$ cat src/pkg/vsc_pkg.sv
// Package for the VBI insertion and scale control block.
// Assumes a single 27 MHz pixel clock domain and six-bit register subaddresses.
package vsc_pkg;

	// Register subaddresses.
	localparam logic [5:0] ADDR_ODD_LINE_LOW   = 6'h15;
	localparam logic [5:0] ADDR_ODD_LINE_HIGH  = 6'h16;
	localparam logic [5:0] ADDR_EVEN_LINE_LOW  = 6'h17;
	localparam logic [5:0] ADDR_EVEN_LINE_HIGH = 6'h18;
	localparam logic [5:0] ADDR_COPY_GEN_CTRL  = 6'h19;
	localparam logic [5:0] ADDR_COPY_GEN_1     = 6'h1a;
	localparam logic [5:0] ADDR_COPY_GEN_2     = 6'h1b;
	localparam logic [5:0] ADDR_TTX_EDGES      = 6'h1c;
	localparam logic [5:0] ADDR_LUMA_SCALE     = 6'h1d;
	localparam logic [5:0] ADDR_U_SCALE        = 6'h1e;
	localparam logic [5:0] ADDR_V_SCALE        = 6'h1f;

	// Field positions inside the control and edge registers.
	localparam int CRC_INTERNAL_BIT = 4;
	localparam int ODD_ENABLE_BIT   = 5;
	localparam int EVEN_ENABLE_BIT  = 6;
	localparam int WS_ENABLE_BIT    = 7;
	localparam int FALL_OFFSET_LSB  = 0;
	localparam int RISE_OFFSET_LSB  = 4;

	// Reset values.
	localparam logic [7:0] RESET_BYTE  = 8'h00;
	localparam logic [7:0] RESET_SCALE = 8'h80;

	// Vertical blanking line windows.
	localparam logic [9:0] PED_FIRST_LINE = 10'h00a;
	localparam logic [9:0] TTX_FIRST_LINE = 10'h007;

	// Teletext request timing in pixel clocks.
	localparam logic [15:0] TTX_RISE_BASE = 16'h0040;
	localparam logic [15:0] TTX_WIDTH     = 16'h0168;

	// Scale shift: factor is value divided by 128.
	localparam int SCALE_SHIFT = 7;

	// Copy-generation CRC: x^6 + x + 1, preset to all ones.
	localparam logic [5:0] CRC_PRESET = 6'h3f;

	typedef struct packed {
		logic       pal;
		logic       odd_field;
		logic       field_start;
		logic       line_start;
		logic [9:0] line;
	} vsc_timing_s;

	typedef struct packed {
		logic [7:0] y;
		logic [7:0] u;
		logic [7:0] v;
	} vsc_pixel_s;

endpackage

$ cat src/vsc_top.sv
// VBI insertion controls, copy-generation/wide-screen words and Y/U/V scaling.
// Assumes a host register port already decoded from the serial interface and
// timing strobes from the video timing generator, all on the pixel clock.
// Notes on behaviour
// - NTSC: a set per-line bit turns the pedestal off on that blanking line.
// - PAL: a set per-line bit turns teletext on for that blanking line.
// - Pedestal bits 0-15 map to lines 10-25, separate sets for fields 1/3 and 2/4.
// - Teletext bits 0-15 map to lines 7-22, separate sets per field pair.
// - Fall offset 0-15 clocks moves the request fall earlier, shortening the window.
// - With fall offset zero, the fall follows the rise so width stays constant.
// - Rise offset in the upper nibble moves the request rise by 0-15 clocks.
// - Control register low nibble gives the last four copy-generation bits while CRC select is clear.
// - CRC select set: six CRC bits computed internally; clear: register bits sent.
// - Odd-field enable inserts copy-generation data on odd fields, NTSC only.
// - Even-field enable inserts copy-generation data on even fields, NTSC only.
// - Control register top bit enables wide-screen output, PAL only.
// - Second register low six bits and third register are shared data bits.
// - Second register upper two bits are copy-generation data in every standard while CRC select is clear.
// - Luma is multiplied by contrast value over 128.
// - U is multiplied by U scale value over 128.
// - V is multiplied by V scale value over 128.
`timescale 1ns/1ns
module vsc_top
(
	// Clock and reset.
	input  wire logic               CLOCK_I,
	input  wire logic               RSTN_I,
	// Register port.
	input  wire logic               REG_WR_I,
	input  wire logic               REG_RD_I,
	input  wire logic [5:0]         REG_ADDR_I,
	input  wire logic [7:0]         REG_WDATA_I,
	output logic      [7:0]         REG_RDATA_O,
	// Video timing and pixels.
	input  wire vsc_pkg::vsc_timing_s TIMING_I,
	input  wire vsc_pkg::vsc_pixel_s  PIX_I,
	output vsc_pkg::vsc_pixel_s       PIX_O,
	// Blanking line controls.
	output logic                    PEDESTAL_OFF_O,
	output logic                    TELETEXT_LINE_O,
	output logic                    TELETEXT_REQUEST_OUT_O,
	// Copy-generation and wide-screen words.
	output logic      [19:0]        CGMS_WORD_O,
	output logic                    CGMS_INSERT_O,
	output logic      [13:0]        WSS_WORD_O,
	output logic                    WSS_ENABLE_O
);

	logic [15:0] odd_line_bits;
	logic [15:0] even_line_bits;
	logic [7:0]  copy_gen_ctrl_0;
	logic [7:0]  copy_gen_data_1;
	logic [7:0]  copy_gen_data_2;
	logic [7:0]  teletext_request_edges;
	logic [7:0]  luma_scale_value;
	logic [7:0]  u_scale_value;
	logic [7:0]  v_scale_value;
	logic [3:0]  fall_anchor;
	logic [15:0] act_odd_bits;
	logic [15:0] act_even_bits;
	logic [7:0]  act_ctrl;
	logic [7:0]  act_data_1;
	logic [7:0]  act_data_2;
	logic [3:0]  act_rise;
	logic [3:0]  act_fall;
	logic [3:0]  act_anchor;
	logic [7:0]  act_luma;
	logic [7:0]  act_u;
	logic [7:0]  act_v;
	logic [15:0] pix_count;
	logic [15:0] field_bits;
	logic [9:0]  ped_index;
	logic [9:0]  ttx_index;
	logic        ped_hit;
	logic        ttx_hit;
	logic [15:0] rise_pos;
	logic [15:0] fall_pos;
	logic [19:0] next_cgms_word;
	logic [7:0]  next_rdata;

	wire [3:0] fall_offset = teletext_request_edges[vsc_pkg::FALL_OFFSET_LSB +: 4];
	wire [3:0] rise_offset = teletext_request_edges[vsc_pkg::RISE_OFFSET_LSB +: 4];
	// Serial CRC over the fourteen leading data bits, bit 0 sent first.
	function automatic logic [5:0] crc6(input logic [13:0] data);
		logic [5:0] c;
		logic       fb;
		c = vsc_pkg::CRC_PRESET;
		for (int i = 0; i < 14; i++)
		begin
			fb = data[i] ^ c[5];
			c  = {c[4:1], c[0] ^ fb, fb};
		end
		return c;
	endfunction
	// Scale a signed sample by value/128 with saturation.
	function automatic logic [7:0] scale_s(input logic [7:0] pix, input logic [7:0] val);
		logic signed [16:0] p;
		logic signed [16:0] q;
		p = $signed(pix) * $signed({1'b0, val});
		q = p >>> vsc_pkg::SCALE_SHIFT;
		if (q > 17'sd127)
			return 8'h7f;
		else if (q < -17'sd128)
			return 8'h80;
		return q[7:0];
	endfunction
	// Scale an unsigned luma sample by value/128 with saturation.
	function automatic logic [7:0] scale_u(input logic [7:0] pix, input logic [7:0] val);
		logic [15:0] p;
		p = (pix * val) >> vsc_pkg::SCALE_SHIFT;
		return (p > 16'h00ff) ? 8'hff : p[7:0];
	endfunction
	// Host writes: every register keeps its last written value.
	always_ff @(posedge CLOCK_I or negedge RSTN_I)
	begin
		if (!RSTN_I)
		begin
			odd_line_bits          <= {2{vsc_pkg::RESET_BYTE}};
			even_line_bits         <= {2{vsc_pkg::RESET_BYTE}};
			copy_gen_ctrl_0        <= vsc_pkg::RESET_BYTE;
			copy_gen_data_1        <= vsc_pkg::RESET_BYTE;
			copy_gen_data_2        <= vsc_pkg::RESET_BYTE;
			teletext_request_edges <= vsc_pkg::RESET_BYTE;
			luma_scale_value       <= vsc_pkg::RESET_SCALE;
			u_scale_value          <= vsc_pkg::RESET_SCALE;
			v_scale_value          <= vsc_pkg::RESET_SCALE;
		end
		else if (REG_WR_I)
		begin
			case (REG_ADDR_I)
				vsc_pkg::ADDR_ODD_LINE_LOW:   odd_line_bits[7:0]     <= REG_WDATA_I;
				vsc_pkg::ADDR_ODD_LINE_HIGH:  odd_line_bits[15:8]    <= REG_WDATA_I;
				vsc_pkg::ADDR_EVEN_LINE_LOW:  even_line_bits[7:0]    <= REG_WDATA_I;
				vsc_pkg::ADDR_EVEN_LINE_HIGH: even_line_bits[15:8]   <= REG_WDATA_I;
				vsc_pkg::ADDR_COPY_GEN_CTRL:  copy_gen_ctrl_0        <= REG_WDATA_I;
				vsc_pkg::ADDR_COPY_GEN_1:     copy_gen_data_1        <= REG_WDATA_I;
				vsc_pkg::ADDR_COPY_GEN_2:     copy_gen_data_2        <= REG_WDATA_I;
				vsc_pkg::ADDR_TTX_EDGES:      teletext_request_edges <= REG_WDATA_I;
				vsc_pkg::ADDR_LUMA_SCALE:     luma_scale_value       <= REG_WDATA_I;
				vsc_pkg::ADDR_U_SCALE:        u_scale_value          <= REG_WDATA_I;
				vsc_pkg::ADDR_V_SCALE:        v_scale_value          <= REG_WDATA_I;
				default:                      ;
			endcase
		end
	end
	// Register read-back; unmapped subaddresses read as zero.
	always_comb
	begin
		case (REG_ADDR_I)
			vsc_pkg::ADDR_ODD_LINE_LOW:   next_rdata = odd_line_bits[7:0];
			vsc_pkg::ADDR_ODD_LINE_HIGH:  next_rdata = odd_line_bits[15:8];
			vsc_pkg::ADDR_EVEN_LINE_LOW:  next_rdata = even_line_bits[7:0];
			vsc_pkg::ADDR_EVEN_LINE_HIGH: next_rdata = even_line_bits[15:8];
			vsc_pkg::ADDR_COPY_GEN_CTRL:  next_rdata = copy_gen_ctrl_0;
			vsc_pkg::ADDR_COPY_GEN_1:     next_rdata = copy_gen_data_1;
			vsc_pkg::ADDR_COPY_GEN_2:     next_rdata = copy_gen_data_2;
			vsc_pkg::ADDR_TTX_EDGES:      next_rdata = teletext_request_edges;
			vsc_pkg::ADDR_LUMA_SCALE:     next_rdata = luma_scale_value;
			vsc_pkg::ADDR_U_SCALE:        next_rdata = u_scale_value;
			vsc_pkg::ADDR_V_SCALE:        next_rdata = v_scale_value;
			default:                      next_rdata = 8'h00;
		endcase
	end
	always_ff @(posedge CLOCK_I or negedge RSTN_I)
	begin
		if (!RSTN_I)
			REG_RDATA_O <= 8'h00;
		else if (REG_RD_I)
			REG_RDATA_O <= next_rdata;
	end
	// The fall anchor follows the rise while the fall offset is zero, then freezes.
	always_ff @(posedge CLOCK_I or negedge RSTN_I)
	begin
		if (!RSTN_I)
			fall_anchor <= 4'h0;
		else if (fall_offset == 4'h0)
			fall_anchor <= rise_offset;
	end
	// Field-rate settings take effect at the next field start.
	always_ff @(posedge CLOCK_I or negedge RSTN_I)
	begin
		if (!RSTN_I)
		begin
			act_odd_bits  <= {2{vsc_pkg::RESET_BYTE}};
			act_even_bits <= {2{vsc_pkg::RESET_BYTE}};
			act_ctrl      <= vsc_pkg::RESET_BYTE;
			act_data_1    <= vsc_pkg::RESET_BYTE;
			act_data_2    <= vsc_pkg::RESET_BYTE;
		end
		else if (TIMING_I.field_start)
		begin
			act_odd_bits  <= odd_line_bits;
			act_even_bits <= even_line_bits;
			act_ctrl      <= copy_gen_ctrl_0;
			act_data_1    <= copy_gen_data_1;
			act_data_2    <= copy_gen_data_2;
		end
	end
	// Line-rate settings take effect at the next line start.
	always_ff @(posedge CLOCK_I or negedge RSTN_I)
	begin
		if (!RSTN_I)
		begin
			act_rise   <= 4'h0;
			act_fall   <= 4'h0;
			act_anchor <= 4'h0;
			act_luma   <= vsc_pkg::RESET_SCALE;
			act_u      <= vsc_pkg::RESET_SCALE;
			act_v      <= vsc_pkg::RESET_SCALE;
		end
		else if (TIMING_I.line_start)
		begin
			act_rise   <= rise_offset;
			act_fall   <= fall_offset;
			act_anchor <= fall_anchor;
			act_luma   <= luma_scale_value;
			act_u      <= u_scale_value;
			act_v      <= v_scale_value;
		end
	end
	// Pixel clock count since line start, saturating.
	always_ff @(posedge CLOCK_I or negedge RSTN_I)
	begin
		if (!RSTN_I)
			pix_count <= 16'h0000;
		else if (TIMING_I.line_start)
			pix_count <= 16'h0000;
		else if (pix_count != 16'hffff)
			pix_count <= pix_count + 16'h0001;
	end
	// Line selection within the blanking interval.
	always_comb
	begin
		field_bits = TIMING_I.odd_field ? act_odd_bits : act_even_bits;
		ped_index  = TIMING_I.line - vsc_pkg::PED_FIRST_LINE;
		ttx_index  = TIMING_I.line - vsc_pkg::TTX_FIRST_LINE;
		ped_hit    = (TIMING_I.line >= vsc_pkg::PED_FIRST_LINE) && (ped_index < 10'd16)
		             && field_bits[ped_index[3:0]];
		ttx_hit    = (TIMING_I.line >= vsc_pkg::TTX_FIRST_LINE) && (ttx_index < 10'd16)
		             && field_bits[ttx_index[3:0]];
		rise_pos   = vsc_pkg::TTX_RISE_BASE + {12'h000, act_rise};
		fall_pos   = vsc_pkg::TTX_RISE_BASE + vsc_pkg::TTX_WIDTH
		             + {12'h000, (act_fall == 4'h0) ? act_rise : act_anchor}
		             - {12'h000, act_fall};
	end
	always_ff @(posedge CLOCK_I or negedge RSTN_I)
	begin
		if (!RSTN_I)
		begin
			PEDESTAL_OFF_O         <= 1'b0;
			TELETEXT_LINE_O        <= 1'b0;
			TELETEXT_REQUEST_OUT_O <= 1'b0;
		end
		else
		begin
			PEDESTAL_OFF_O         <= !TIMING_I.pal && ped_hit;
			TELETEXT_LINE_O        <= TIMING_I.pal && ttx_hit;
			TELETEXT_REQUEST_OUT_O <= TIMING_I.pal && ttx_hit && !TIMING_I.line_start
			                          && (pix_count >= rise_pos) && (pix_count < fall_pos);
		end
	end
	// Copy-generation word, bit 0 sent first: data 2, data 1, control low nibble.
	always_comb
	begin
		next_cgms_word = {act_ctrl[3:0], act_data_1, act_data_2};
		if (act_ctrl[vsc_pkg::CRC_INTERNAL_BIT])
			next_cgms_word[19:14] = crc6(next_cgms_word[13:0]);
	end
	always_ff @(posedge CLOCK_I or negedge RSTN_I)
	begin
		if (!RSTN_I)
		begin
			CGMS_WORD_O   <= 20'h0_0000;
			CGMS_INSERT_O <= 1'b0;
			WSS_WORD_O    <= 14'h0000;
			WSS_ENABLE_O  <= 1'b0;
		end
		else
		begin
			CGMS_WORD_O   <= next_cgms_word;
			CGMS_INSERT_O <= !TIMING_I.pal && (TIMING_I.odd_field
			                 ? act_ctrl[vsc_pkg::ODD_ENABLE_BIT]
			                 : act_ctrl[vsc_pkg::EVEN_ENABLE_BIT]);
			WSS_WORD_O    <= {act_data_1[5:0], act_data_2};
			WSS_ENABLE_O  <= TIMING_I.pal && act_ctrl[vsc_pkg::WS_ENABLE_BIT];
		end
	end
	// Pixel scaling; U and V are two's complement, luma is unsigned.
	always_ff @(posedge CLOCK_I or negedge RSTN_I)
	begin
		if (!RSTN_I)
			PIX_O <= '0;
		else
		begin
			PIX_O.y <= scale_u(PIX_I.y, act_luma);
			PIX_O.u <= scale_s(PIX_I.u, act_u);
			PIX_O.v <= scale_s(PIX_I.v, act_v);
		end
	end
	a_pedestal_line: assert property (@(posedge CLOCK_I) disable iff (!RSTN_I)
		(!TIMING_I.pal && TIMING_I.odd_field && TIMING_I.line == 10'd10 && act_odd_bits[0]
		 && !TIMING_I.field_start) |=> PEDESTAL_OFF_O)
		else $error("Pedestal not removed on selected NTSC line");
	a_teletext_line: assert property (@(posedge CLOCK_I) disable iff (!RSTN_I)
		(TIMING_I.pal && TIMING_I.odd_field && TIMING_I.line == 10'd22 && act_odd_bits[15]
		 && !TIMING_I.field_start) |=> TELETEXT_LINE_O)
		else $error("Teletext not enabled on selected PAL line");
	a_ped_window: assert property (@(posedge CLOCK_I) disable iff (!RSTN_I)
		(TIMING_I.line > 10'd25 || TIMING_I.line < 10'd10) |=> !PEDESTAL_OFF_O)
		else $error("Pedestal removed outside lines 10 to 25");
	a_request_rise: assert property (@(posedge CLOCK_I) disable iff (!RSTN_I)
		$rose(TELETEXT_REQUEST_OUT_O) |-> $past(pix_count) == rise_pos)
		else $error("Teletext request rose at wrong clock");
	a_request_fall: assert property (@(posedge CLOCK_I) disable iff (!RSTN_I)
		($fell(TELETEXT_REQUEST_OUT_O) && !$past(TIMING_I.line_start))
		|-> $past(pix_count) == fall_pos)
		else $error("Teletext request fell at wrong clock");
	a_fall_tracks: assert property (@(posedge CLOCK_I) disable iff (!RSTN_I)
		(act_fall == 4'h0) |-> (fall_pos - rise_pos) == vsc_pkg::TTX_WIDTH)
		else $error("Request width changed with zero fall offset");
	a_cgms_tail: assert property (@(posedge CLOCK_I) disable iff (!RSTN_I)
		!act_ctrl[vsc_pkg::CRC_INTERNAL_BIT] |=> CGMS_WORD_O[19:16] == $past(act_ctrl[3:0]))
		else $error("Copy-generation tail bits differ from control nibble");
	a_cgms_odd: assert property (@(posedge CLOCK_I) disable iff (!RSTN_I)
		(TIMING_I.pal || (TIMING_I.odd_field && !act_ctrl[vsc_pkg::ODD_ENABLE_BIT]))
		|=> !CGMS_INSERT_O)
		else $error("Copy-generation inserted while disabled");
	a_wss_pal: assert property (@(posedge CLOCK_I) disable iff (!RSTN_I)
		WSS_ENABLE_O |-> $past(TIMING_I.pal) && $past(act_ctrl[vsc_pkg::WS_ENABLE_BIT]))
		else $error("Wide-screen output outside PAL or while disabled");
	a_luma_unity: assert property (@(posedge CLOCK_I) disable iff (!RSTN_I)
		(RSTN_I && act_luma == 8'h80) |=> PIX_O.y == $past(PIX_I.y))
		else $error("Luma changed at unity contrast");
endmodule

$ cat config.mk
export PLATFORM = sky130hd
export DESIGN_NAME = vsc_top
export DESIGN_NICKNAME = d
export VERILOG_FILES = /design/src/pkg/vsc_pkg.sv /design/src/vsc_top.sv
export SDC_FILE = /design/constraint.sdc
export NUM_CORES = 1
export LEC_CHECK = 0
export ABC_AREA = 1
export BUFFER_PORTS_ARGS = -buffer_cell sky130_fd_sc_hd__buf_2
export CORE_UTILIZATION = 25
export DETAILED_ROUTE_END_ITERATION = 10
export GPL_TIMING_DRIVEN = 0
export PLACE_DENSITY = 0.41
export SLEW_MARGIN = 20
export SYNTH_ARGS = -nofsm -noshare
export SYNTH_HDL_FRONTEND = slang
export SYNTH_SLANG_ARGS = --single-unit
$ cat constraint.sdc
create_clock -name CLOCK_I -period 5.4 [get_ports CLOCK_I]
set_input_delay 0.54 -clock CLOCK_I [delete_from_list [all_inputs] [get_ports CLOCK_I]]
set_output_delay 0.54 -clock CLOCK_I [all_outputs]
set_load 0.01 [all_outputs]
==> results.md, run 1 <==
- Initial Utilization: approximately 25%
- Violated checks: design-rule violations
- Simple-gate share of the synthesized area: between 20% and 30%
- Netlist cell types: 46
- Pwr/cell area: around 340 nW/um^2
- Vias: ~15,000
- Startpoint types: flip-flop
- Yosys warns: 0
- Worst hold start: TIMING_I[13]
- Hold Fails Final Rpt: 0
- Total Power: roughly 7.3 mW
- Remaining DRCs: 6
- Fmax: 0.2107 GHz
- Clock Skew: between 0.01 and 0.015 ns
- Leak: about 12 nW
- Worst vdd ir: 0.1871 mV
- Max_cap viols: 0
- XOR/XNOR Fraction of Synth Area: approximately 2.1%
- Largest family of logic cells by synthesized area: simple AND/OR/NAND/NOR gates
- Req. time, crit path: roughly 5.8 ns
- Worst R2R End: PIX_O[1]
- Syn_nets: ~2,700
- Share of cells above drive strength 1: between 10% and 20%
- Endpoints failing setup: 0
- Tmin final: 4.746 ns
- Vias in the first global route: approximately 16,000
- Fill cells: roughly 7,900
- Mapped Cells: roughly 2,400
- Number of synthesized flops with an enable pin: 0
- Longest Clk Path Bufs: 3
- Least-Margin Pin Slew: a little over 0.9 ns
- Status: finished with violations
- Reg-to-reg slack, setup: approximately 0.65 ns
- Worst-skew pair later-pin latency: ~0.55 ns
- RSZ-0062 raised after global routing: false
- Reg2Reg Launch Point: act_v[7]
- Top FF cell, synth: dfrtp_1
- CTS Buf Count: 35
- Final worst path period share: between 80% and 90%
- Post-synthesis mux area share: roughly 1.3%
- Area occupied by multi-input gates: about 9900 sq um
- FF-to-FF path depth: 22
- Worst Hold Endpoint: WSS_ENABLE_O
- Cts hold-fix bufs: 1
- Area delta synth->final: 16.45%
- Final HPWL DP: just over 40,000 microns
- Register area: roughly 6400 sq um
- Die area: approximately 75,000 sq um
- Largest net degree at the start of global routing: 94
- I/O pin count: between 100 and 150
- Post-CTS setup buffers: 0
- Syn avg cell area: slightly below 8 sq um
- Post-Synth Adder-Cell Area: just over 20%
- Post-synth top area cell: dfrtp_1
- Critical Path End Type: flip-flop
- First-pass GRT wire length: 84,170 microns
- Worst Hold Depth: 3
- DRT antenna net count: 0
- # H-tree levels: 2
- Synth async-reset ratio: 100.0%
- Worst slew margin: 39.53%
- Worst min path class: input pin to flip-flop
- DR pass1 iterations: 8
- Grt ovf: 0
- IO buf count: 105
- Core ar.: about 73,000 sq um
- Setup Total Neg Slack: 0 ns
- Max FO, Critical Path: 9
- 1st-iter DRT viols: 872
- Yosys reg bits: about 260
- Post-synthesis sequential area ratio: 34.63%
- Synth top area cells: dfrtp_1, nand2_1, fa_1
- Most frequent cells after synthesis: nand2_1, inv_1, dfrtp_1, ha_1, o21ai_1
- Clock slew at reported path FFs: approximately 0.060 ns
- Cell row count: 99
- Synth top area share: roughly a third
- Post-CTS sizing: 0
- CTS Root Cell: clkbuf_16
- Antenna violations before repair: 2
- Post-Syn Area: between 15,000 and 20,000 sq um
- Tot GR Track Use: between 10 and 15%
- Wire per inst: ~15 microns
- Fin nets: ~2,800
- Vias per cell: 4.318
- Count leader, synth: nand2_1
- Placer Congestion: approximately 0.8
- Compound-cell area share of the yosys netlist: a little over 8%
- Kind of critical path: flip-flop to flip-flop
- Die X-Extent: 274.7 microns
- Arrival time at the worst endpoint: 5.17 ns
- Clock Sinks: approximately 260
- Pins Over Slew Limit: 0
- Die Ht: around 270 microns
- Detailed Route WL: 52,190 microns
- CTS tree: done
## metrics by stage
stage               instances  area [sq um]  worst slack, ns  hold slack [ns]  utilization, %
CTS                      3516         21640           0.5817           0.2158           29.56
finish                   3519         21650           0.6536           0.2335           29.57
floorplan                2385         18590            1.046           0.2444               -
global route             3518         21650           0.2700           0.2377           29.57
global placement         3449         20320           -1.404           0.3693           27.75
detailed placement       3452         20410           0.4863           0.3702           27.88
## logic make-up (layout without fill, tap and decap cells)
kind of cell    after synthesis  count (layout)
simple gates                959             959
buf+inv                     571             743
compound gates              291             291
flops                       257             257
fa+ha+maj                   241             241
xor+xnor                     45              45
mux                          21              21
other cells                   0               3
## area by class of cell
class                   count  area share, %
multi-input cells        1557          45.83
flip-flops and latches    257          29.74
inverters                 468          8.115
well taps                 959          5.543
clock buffers              49          4.890
repair buffers            109          2.901
plain buffers             103          2.185
clock inverters            14         0.7571
diodes                      3        0.03468
## worst max path at each step
stage	start	end	slack, ns
global placement	RSTN_I	PIX_O[10]	-1.40
CTS	act_v[7]	PIX_O[1]	0.58
global route	act_v[7]	PIX_O[0]	0.27
detailed placement	PIX_I[7]	PIX_O[1]	0.49
floorplan	PIX_I[6]	PIX_O[0]	1.05
finish	act_v[7]	PIX_O[1]	0.65
## layer usage
layer	GRT usage, %	part of all wire [%]	up-vias
met5	0	0	-
met4	3.611	2.0	0
met3	1.772	3.5	60
met2	24.52	49	232
met1	18.38	46	7299
li1	-	-	7603
## power breakdown
part / switching [mW] / internal [mW]
registers: 0.164 / 2.22
clock network: 0.955 / 1.48
logic: 1.54 / 0.942
total: 2.66 / 4.64
## cells in the final DEF, fill, tap and decap left out, types with 6 or more instances in the layout
cell type  Yosys  layout
mux2_2        21      21
dfrtp_1      251     251
clkbuf_1      67      68
nor3_1         8       8
nor4_1         8       8
inv_2         20      20
a31oi_1        8       8
dfstp_2        6       6
a21oi_1       55      55
buf_2         18     122
clkinv_2       0       6
clkbuf_8       0      13
nand2_2       21      21
xnor2_1       20      20
fa_1         106     106
ha_1         135     135
clkbuf_16      0      35
inv_1        446     446
nand4_1       20      20
nand3_1       77      77
xor2_1        25      25
nand2_1      717     717
nor2_1        85      85
o21ai_1      111     111
buf_4         17      17
o22ai_1        8       8
o21ai_0       89      89
## critical path, stage by stage (launching register included)
cell and delay, ns:
dfstp_2 0.51, clkbuf_1 0.37, nand2_1 0.10, inv_1 0.09, fa_1 0.43, fa_1 0.47
fa_1 0.55, inv_1 0.05, fa_1 0.52, inv_1 0.04, ha_1 0.36, nand2_1 0.12
inv_1 0.04, nand2_1 0.05, nand2_1 0.07, a21oi_1 0.18, nand2_1 0.07, nand2_1 0.06
nand2_1 0.08, nand2_1 0.07, nand3_1 0.19, nand2_1 0.12, nand2_1 0.06
## state kept, by name (all words and copies together), names as in the netlist, 13 cells and up
name            count
PIX_O              24
WSS_WORD_O         13
act_even_bits      16
act_odd_bits       16
even_line_bits     16
odd_line_bits      16
pix_count          16
Power figures use the tool's default switching activity.
==> run 2, diff against run 1 <==
==> constraint.sdc (replaced) <==
create_clock -name CLOCK_I -period 4.9 [get_ports CLOCK_I]
set_input_delay 0.49 -clock CLOCK_I [delete_from_list [all_inputs] [get_ports CLOCK_I]]
set_output_delay 0.49 -clock CLOCK_I [all_outputs]
set_load 0.01 [all_outputs]
==> run 2 against run 1 <==
  * The run still ends with design-rule violations left
  * Worst hold slack got worse by 0.050 ns
  * Clock power increased by 10%
  * Count of clock-buffer cells in the layout stayed put
  * Clock skew is 0.0019 ns higher
  * Sequential power rose by 12%
  * Design area decreased by 0.20%
  * Sequential share of layout area is 0.060 points higher
  * Global-route usage did not move
==> results.md, run 2 (synthesis results as in run 1) <==
- Vias: approximately 15,000
- Violated checks: design-rule violations
- Max reg flops: 24
- Pins Over Slew Limit: 0
- RSZ-0062 raised after global routing: false
- Top Usage Layer GRT: met2
- Wire per inst: ~15 microns
- Slowest stage delay, CP: roughly 0.53 ns
- Pwr/cell area: around 370 nW/um^2
- Slowest CP cell: fa_1
- GR Layer Usage met2: 24.52%
- First-pass GRT wire length: between 80,000 and 90,000 microns
- Worst-skew pair later-pin latency: ~0.55 ns
- Detailed Route WL: between 50,000 and 60,000 microns
- Worst Setup SP: act_luma[6]
- Remaining DRCs: 6
- Worst Hold Depth: 3
- Register area: ~6400 sq um
- # H-tree levels: 2
- Most frequent cells in the layout: nand2_1, inv_1, dfrtp_1, ha_1, buf_2
- Area occupied by multi-input gates: 9927 sq um
- Clock Sinks: 257
- Critical Path End Type: flip-flop
- Core ar.: ~73,000 sq um
- Least-Margin Pin Slew: just over 0.9 ns
- Clock Skew: approximately 0.016 ns
- Crit path to: PIX_O[19]
- Die X-Extent: between 200 and 300 microns
- Initial Utilization: 25.39%
- Die area: about 75,000 sq um
- Reg-to-reg slack, setup: between 0.3 and 0.4 ns
- Biggest register: PIX_O
- Largest net degree at the start of global routing: 94
- FF-to-FF path depth: 18
- Req. time, crit path: ~5.3 ns
- DR pass1 iterations: 8
- Reg2Reg Launch Point: act_luma[6]
- Max FO, Critical Path: 9
- Area delta synth->final: 16.21%
- DRT antenna net count: 0
- Cell row count: between 90 and 100
- Tmin final: ~4.5 ns
- Tot GR Track Use: 14.10%
- Worst vdd ir: just over 0.2 mV
- Kind of critical path: flip-flop to flip-flop
- Most used cell, CP: inv_1
- Hold Fails Final Rpt: 0
- Longest Clk Path Bufs: 3
- Setup Total Neg Slack: 0 ns
- Status: finished with violations
- Grt ovf: 0
- IO buf count: 105
- Fin nets: 2,815
- CTS tree: done
- GR Util met1: a little under a fifth
- Max_cap viols: 0
- I/O pin count: between 100 and 150
- Vias per cell: around 4.3
- Critical path, cell by cell: clkbuf_1 -> nand2_1 -> inv_1 -> fa_1 -> inv_1 -> fa_1 -> inv_1 -> fa_1 -> inv_1 -> fa_1 -> inv_1 -> ha_1 -> a21oi_1 -> o21ai_0 -> a21oi_1 -> nand3_2 -> nand2_4 -> nand2_2
- Vias in the first global route: between 15,000 and 20,000
- Startpoint types: flip-flop
- Final HPWL DP: ~40,000 microns
- Arrival time at the worst endpoint: 4.96 ns
- Fmax: ~0.22 GHz
- Hold WS: roughly 0.18 ns
- Met3 usage: under 10%
- CTS Buf Count: 35
- Placer Congestion: a little over 0.8
- Die Ht: 274.7 microns
- Commonest non-fill, non-tap cell in the layout: nand2_1
- Worst slew margin: slightly below 40%
- 1st-iter DRT viols: between 800 and 900
- Antenna violations before repair: 2
- Share of cells above drive strength 1: about 11%
- Worst R2R End: PIX_O[19]
- Fill cells: 7,889
- Leak: 11.89 nW
- Clock slew at reported path FFs: 0.05 ns
- Worst min path class: input pin to flip-flop
- CTS Root Cell: clkbuf_16
- Final worst path period share: 92.46%
- Endpoints failing setup: 0
## run 2: cell count changes in the layout (fill, tap and decap cells not counted)
cell / previous run / this run
nand3_2: 2 / 3
clkbuf_1: 68 / 55
nand3_1: 77 / 76
## run 2: area by class of cell
type                            instances  area share [%]
Clock inverter                         14          0.7587
Timing Repair Buffer                  109           2.907
Inverter                              468           8.131
Clock buffer                           49           4.900
Sequential cell                       257           29.80
Antenna cell                            3         0.03475
Tap cell                              959           5.554
Multi-Input combinational cell       1557           45.95
Buffer                                 90           1.963
## run 2: critical path: cells and delay by family, from the launching register on
kind / cells / cell delay, ns
flops: 1 / 0.35
fa+ha+maj: 5 / 2.28
buf+inv: 6 / 0.52
compound gates: 3 / 0.77
simple gates: 4 / 0.48
## run 2: per-stage QoR
step	power (mW)	util [%]	instance area, sq um	setup WS, ns	instances
floorplan	4.611	-	18590	0.5961	2385
global placement	5.426	27.75	20320	-1.854	3449
detailed placement	5.465	27.88	20410	0.03634	3452
CTS	8.238	29.56	21640	0.08170	3516
global route	8.722	29.51	21600	0.02280	3505
finish	8.039	29.51	21600	0.3695	3506
## run 2: how the worst min path moves through the flow
stage                              from             end  slack (ns)
final                      TIMING_I[13]    WSS_ENABLE_O        0.18
after detailed placement         RSTN_I  PEDESTAL_OFF_O        0.37
after global placement    act_data_1[4]  WSS_WORD_O[12]        0.37
after global routing       TIMING_I[13]    WSS_ENABLE_O        0.19
after floorplan                  RSTN_I   CGMS_INSERT_O        0.19
after CTS                  TIMING_I[13]    WSS_ENABLE_O        0.17
## run 2: power by group
group	switching [mW]	internal [mW]	leakage, nW
Clock	1.05	1.63	0.611
Combinational	1.65	1.03	7.90
Sequential	0.225	2.45	3.38
Total	2.93	5.11	11.9
## run 2: timing repair
item / 4_1_cts / 5_1_grt
hold buffers: 1 / 0
gates resized for setup: 0 / 1
endpoints found under the setup margin: 0 / 22
endpoints found under the hold margin: 27 / 0
setup buffers: 0 / 0
## run 2: routing by layer
layer,share of wire [%],routed length [microns]
met1,46,24020
met2,49,25380
met3,3.2,1663
met4,2.1,1078
met5,0,0
==> run 3, diff against run 2 <==
--- a/config.mk
+++ b/config.mk
@@ -7,10 +7,10 @@
 export LEC_CHECK = 0
 export ABC_AREA = 1
 export BUFFER_PORTS_ARGS = -buffer_cell sky130_fd_sc_hd__buf_2
-export CORE_UTILIZATION = 25
+export CORE_UTILIZATION = 62
 export DETAILED_ROUTE_END_ITERATION = 10
 export GPL_TIMING_DRIVEN = 0
-export PLACE_DENSITY = 0.41
+export PLACE_DENSITY = 0.82
 export SLEW_MARGIN = 20
 export SYNTH_ARGS = -nofsm -noshare
 export SYNTH_HDL_FRONTEND = slang
==> run 3 against run 2 <==
  * The flow now finishes without violations
  * Register-to-register slack is essentially flat
  * Fmax shrank 0.18%
  * Via count grew 4.7%
  * Critical path depth is the same
  * Power shrank 6.4%
  * Sequential share of layout area grew 1.5 points
  * Global-route usage grew 17 points
  * Largest power group unchanged
  * Combinational power is essentially flat
  * Setup slack lost 0.0083 ns
==> results.md, run 3 (synthesis results as in run 1) <==
- Vias: approximately 16,000
- Highest routed layer: met4
- Startpoint types: flip-flop
- Worst min path class: input pin to flip-flop
- CTS Buf Count: 29
- Kind of critical path: flip-flop to flip-flop
- Share of cells above drive strength 1: 10.74%
- Pwr/cell area: between 300 and 400 nW/um^2
- CTS Root Cell: clkbuf_16
- Detailed Route WL: 44,700 microns
- Total Power: about 7.5 mW
- Longest Clk Path Bufs: 3
- Worst-skew pair later-pin latency: 0.57 ns
- Area occupied by multi-input gates: between 9000 and 10,000 sq um
- Worst Hold Depth: 3
- Max reg flops: 24
- Die area: between 30,000 and 40,000 sq um
- Least-Margin Pin Slew: 0.8154 ns
- Hold WS: roughly 0.13 ns
- IO buf count: ~110
- Clock slew at reported path FFs: roughly 0.060 ns
- FF-to-FF path depth: 18
- Tmin final: roughly 4.5 ns
- Setup Total Neg Slack: 0 ns
- Final HPWL DP: around 34,000 microns
- Endpoints failing setup: 0
- Die Ht: around 180 microns
- Post-layout util: between 60% and 70%
- Largest net degree at the start of global routing: just over 100
- Wire per inst: 15.29 microns
- CTS tree: done
- Slowest stage delay, CP: roughly 0.56 ns
- Initial Utilization: a little over three fifths
- Die X-Extent: 175.2 microns
- Grt ovf: 0
- Req. time, crit path: ~5.4 ns
- Worst vdd ir: 0.2967 mV
- Cell row count: 63
- Worst slew margin: a little under half
- Bufs and invs on worst path: 4
- Commonest non-fill, non-tap cell in the layout: nand2_1
- CP Depth: 18
- Area delta synth->final: 10.71%
- Status: finished clean
- First-pass GRT wire length: 76,390 microns
- Placer Congestion: roughly 0.96
- Routed length on met1: between 15,000 and 20,000 microns
- Most frequent cells in the layout: nand2_1, inv_1, dfrtp_1, ha_1, buf_2
- Setup slack after layout: around 0.36 ns
- Critical Path End Type: flip-flop
- Routed length on met2: between 20,000 and 25,000 microns
- Max FO, Critical Path: 8
- 1st-iter DRT viols: 1,477
- DR pass1 iterations: 6
- Leak: roughly 12 nW
- Arrival time at the worst endpoint: 5.00 ns
- Final worst path period share: 92.63%
- Fill cells: roughly 2,300
- Biggest register: PIX_O
- Clock Sinks: 257
- Critical path, cell by cell: clkbuf_1 -> nand2_1 -> inv_1 -> fa_1 -> fa_1 -> fa_1 -> inv_1 -> fa_1 -> inv_1 -> ha_1 -> a21oi_1 -> o21ai_0 -> a21oi_1 -> nand3b_1 -> nand2_1 -> nand2_2 -> nand2_1 -> nand2_1
- Clock Skew: roughly 0.015 ns
- RSZ-0062 raised after global routing: false
- Hold Fails Final Rpt: 0
- Met3 WL: 2951 microns
- Remaining DRCs: 0
- Tot GR Track Use: just over 30%
- Max_cap viols: 0
- Vias in the first global route: between 15,000 and 20,000
- Post-CTS setup buffers: 0
- Core ar.: between 20,000 and 30,000 sq um
- DRT antenna net count: 0
- Register area: about 6400 sq um
- Vias per cell: about 5.4
- Pins Over Slew Limit: 0
- Dpl ws: about 0.12 ns
- Fmax: between 0.2 and 0.25 GHz
- Antenna violations before repair: 1
- # H-tree levels: 1
- Largest delay contributor family on the critical path: adder cells
- Slowest CP cell: fa_1
- Fin nets: between 2,000 and 3,000
- I/O pin count: roughly 130
[run 3: metrics by stage]
step           cells  cell area, sq um
4_1_cts         2935             20620
6_report        2924             20580
5_1_grt         2923             20580
2_1_floorplan   2385             18590
3_5_place_dp    2882             19670
3_3_place_gp    2880             19600
[run 3: layout make-up]
type	count	area share (%)
flip-flops and latches	257	31.29
plain buffers	91	2.079
clock buffers	39	3.854
well taps	390	2.371
inverters	468	8.535
repair buffers	108	2.918
diodes	1	0.01216
multi-input cells	1557	48.23
clock inverters	13	0.7052
[run 3: per-layer routing]
metal | GRT usage (%) | vias up
li1 | - | 7556
met1 | 39.23 | 7549
met2 | 53.11 | 644
met3 | 3.764 | 131
met4 | 12.14 | 0
met5 | 0 | -
[run 3: path summary, 6_finish.rpt]
check | from | end | slack [ns]
worst max-delay path | act_u[5] | PIX_O[10] | 0.36
max in group asynchronous | RSTN_I | act_odd_bits[13] | 3.54
worst min register to register | act_data_1[3] | WSS_WORD_O[11] | 0.38
worst max register to register | act_u[5] | PIX_O[10] | 0.36
worst min-delay path | TIMING_I[13] | WSS_ENABLE_O | 0.13
min in group asynchronous | RSTN_I | PIX_O[17] | 0.45
[run 3: power by group]
group          leakage (nW)  switching [mW]  total [mW]  internal (mW)
sequential             3.38           0.219        2.67           2.45
clock                 0.466           0.918        2.17           1.25
combinational          7.89            1.66        2.69           1.04
total                  11.7            2.79        7.53           4.73
[run 3: what timing repair did]
action	in CTS	in global routing
gates resized for setup	0	2
setup endpoints to repair	0	17
endpoints found under the hold margin	66	0
hold buffers	1	0
[run 3: worst reg2reg max path, cell delays in order (launching register included)]
cell and delay (ns):
dfrtp_1 0.36, clkbuf_1 0.20, nand2_1 0.11, inv_1 0.07
fa_1 0.55, fa_1 0.45, fa_1 0.54, inv_1 0.06
fa_1 0.56, inv_1 0.05, ha_1 0.36, a21oi_1 0.25
o21ai_0 0.12, a21oi_1 0.19, nand3b_1 0.10, nand2_1 0.17
nand2_2 0.14, nand2_1 0.09, nand2_1 0.05
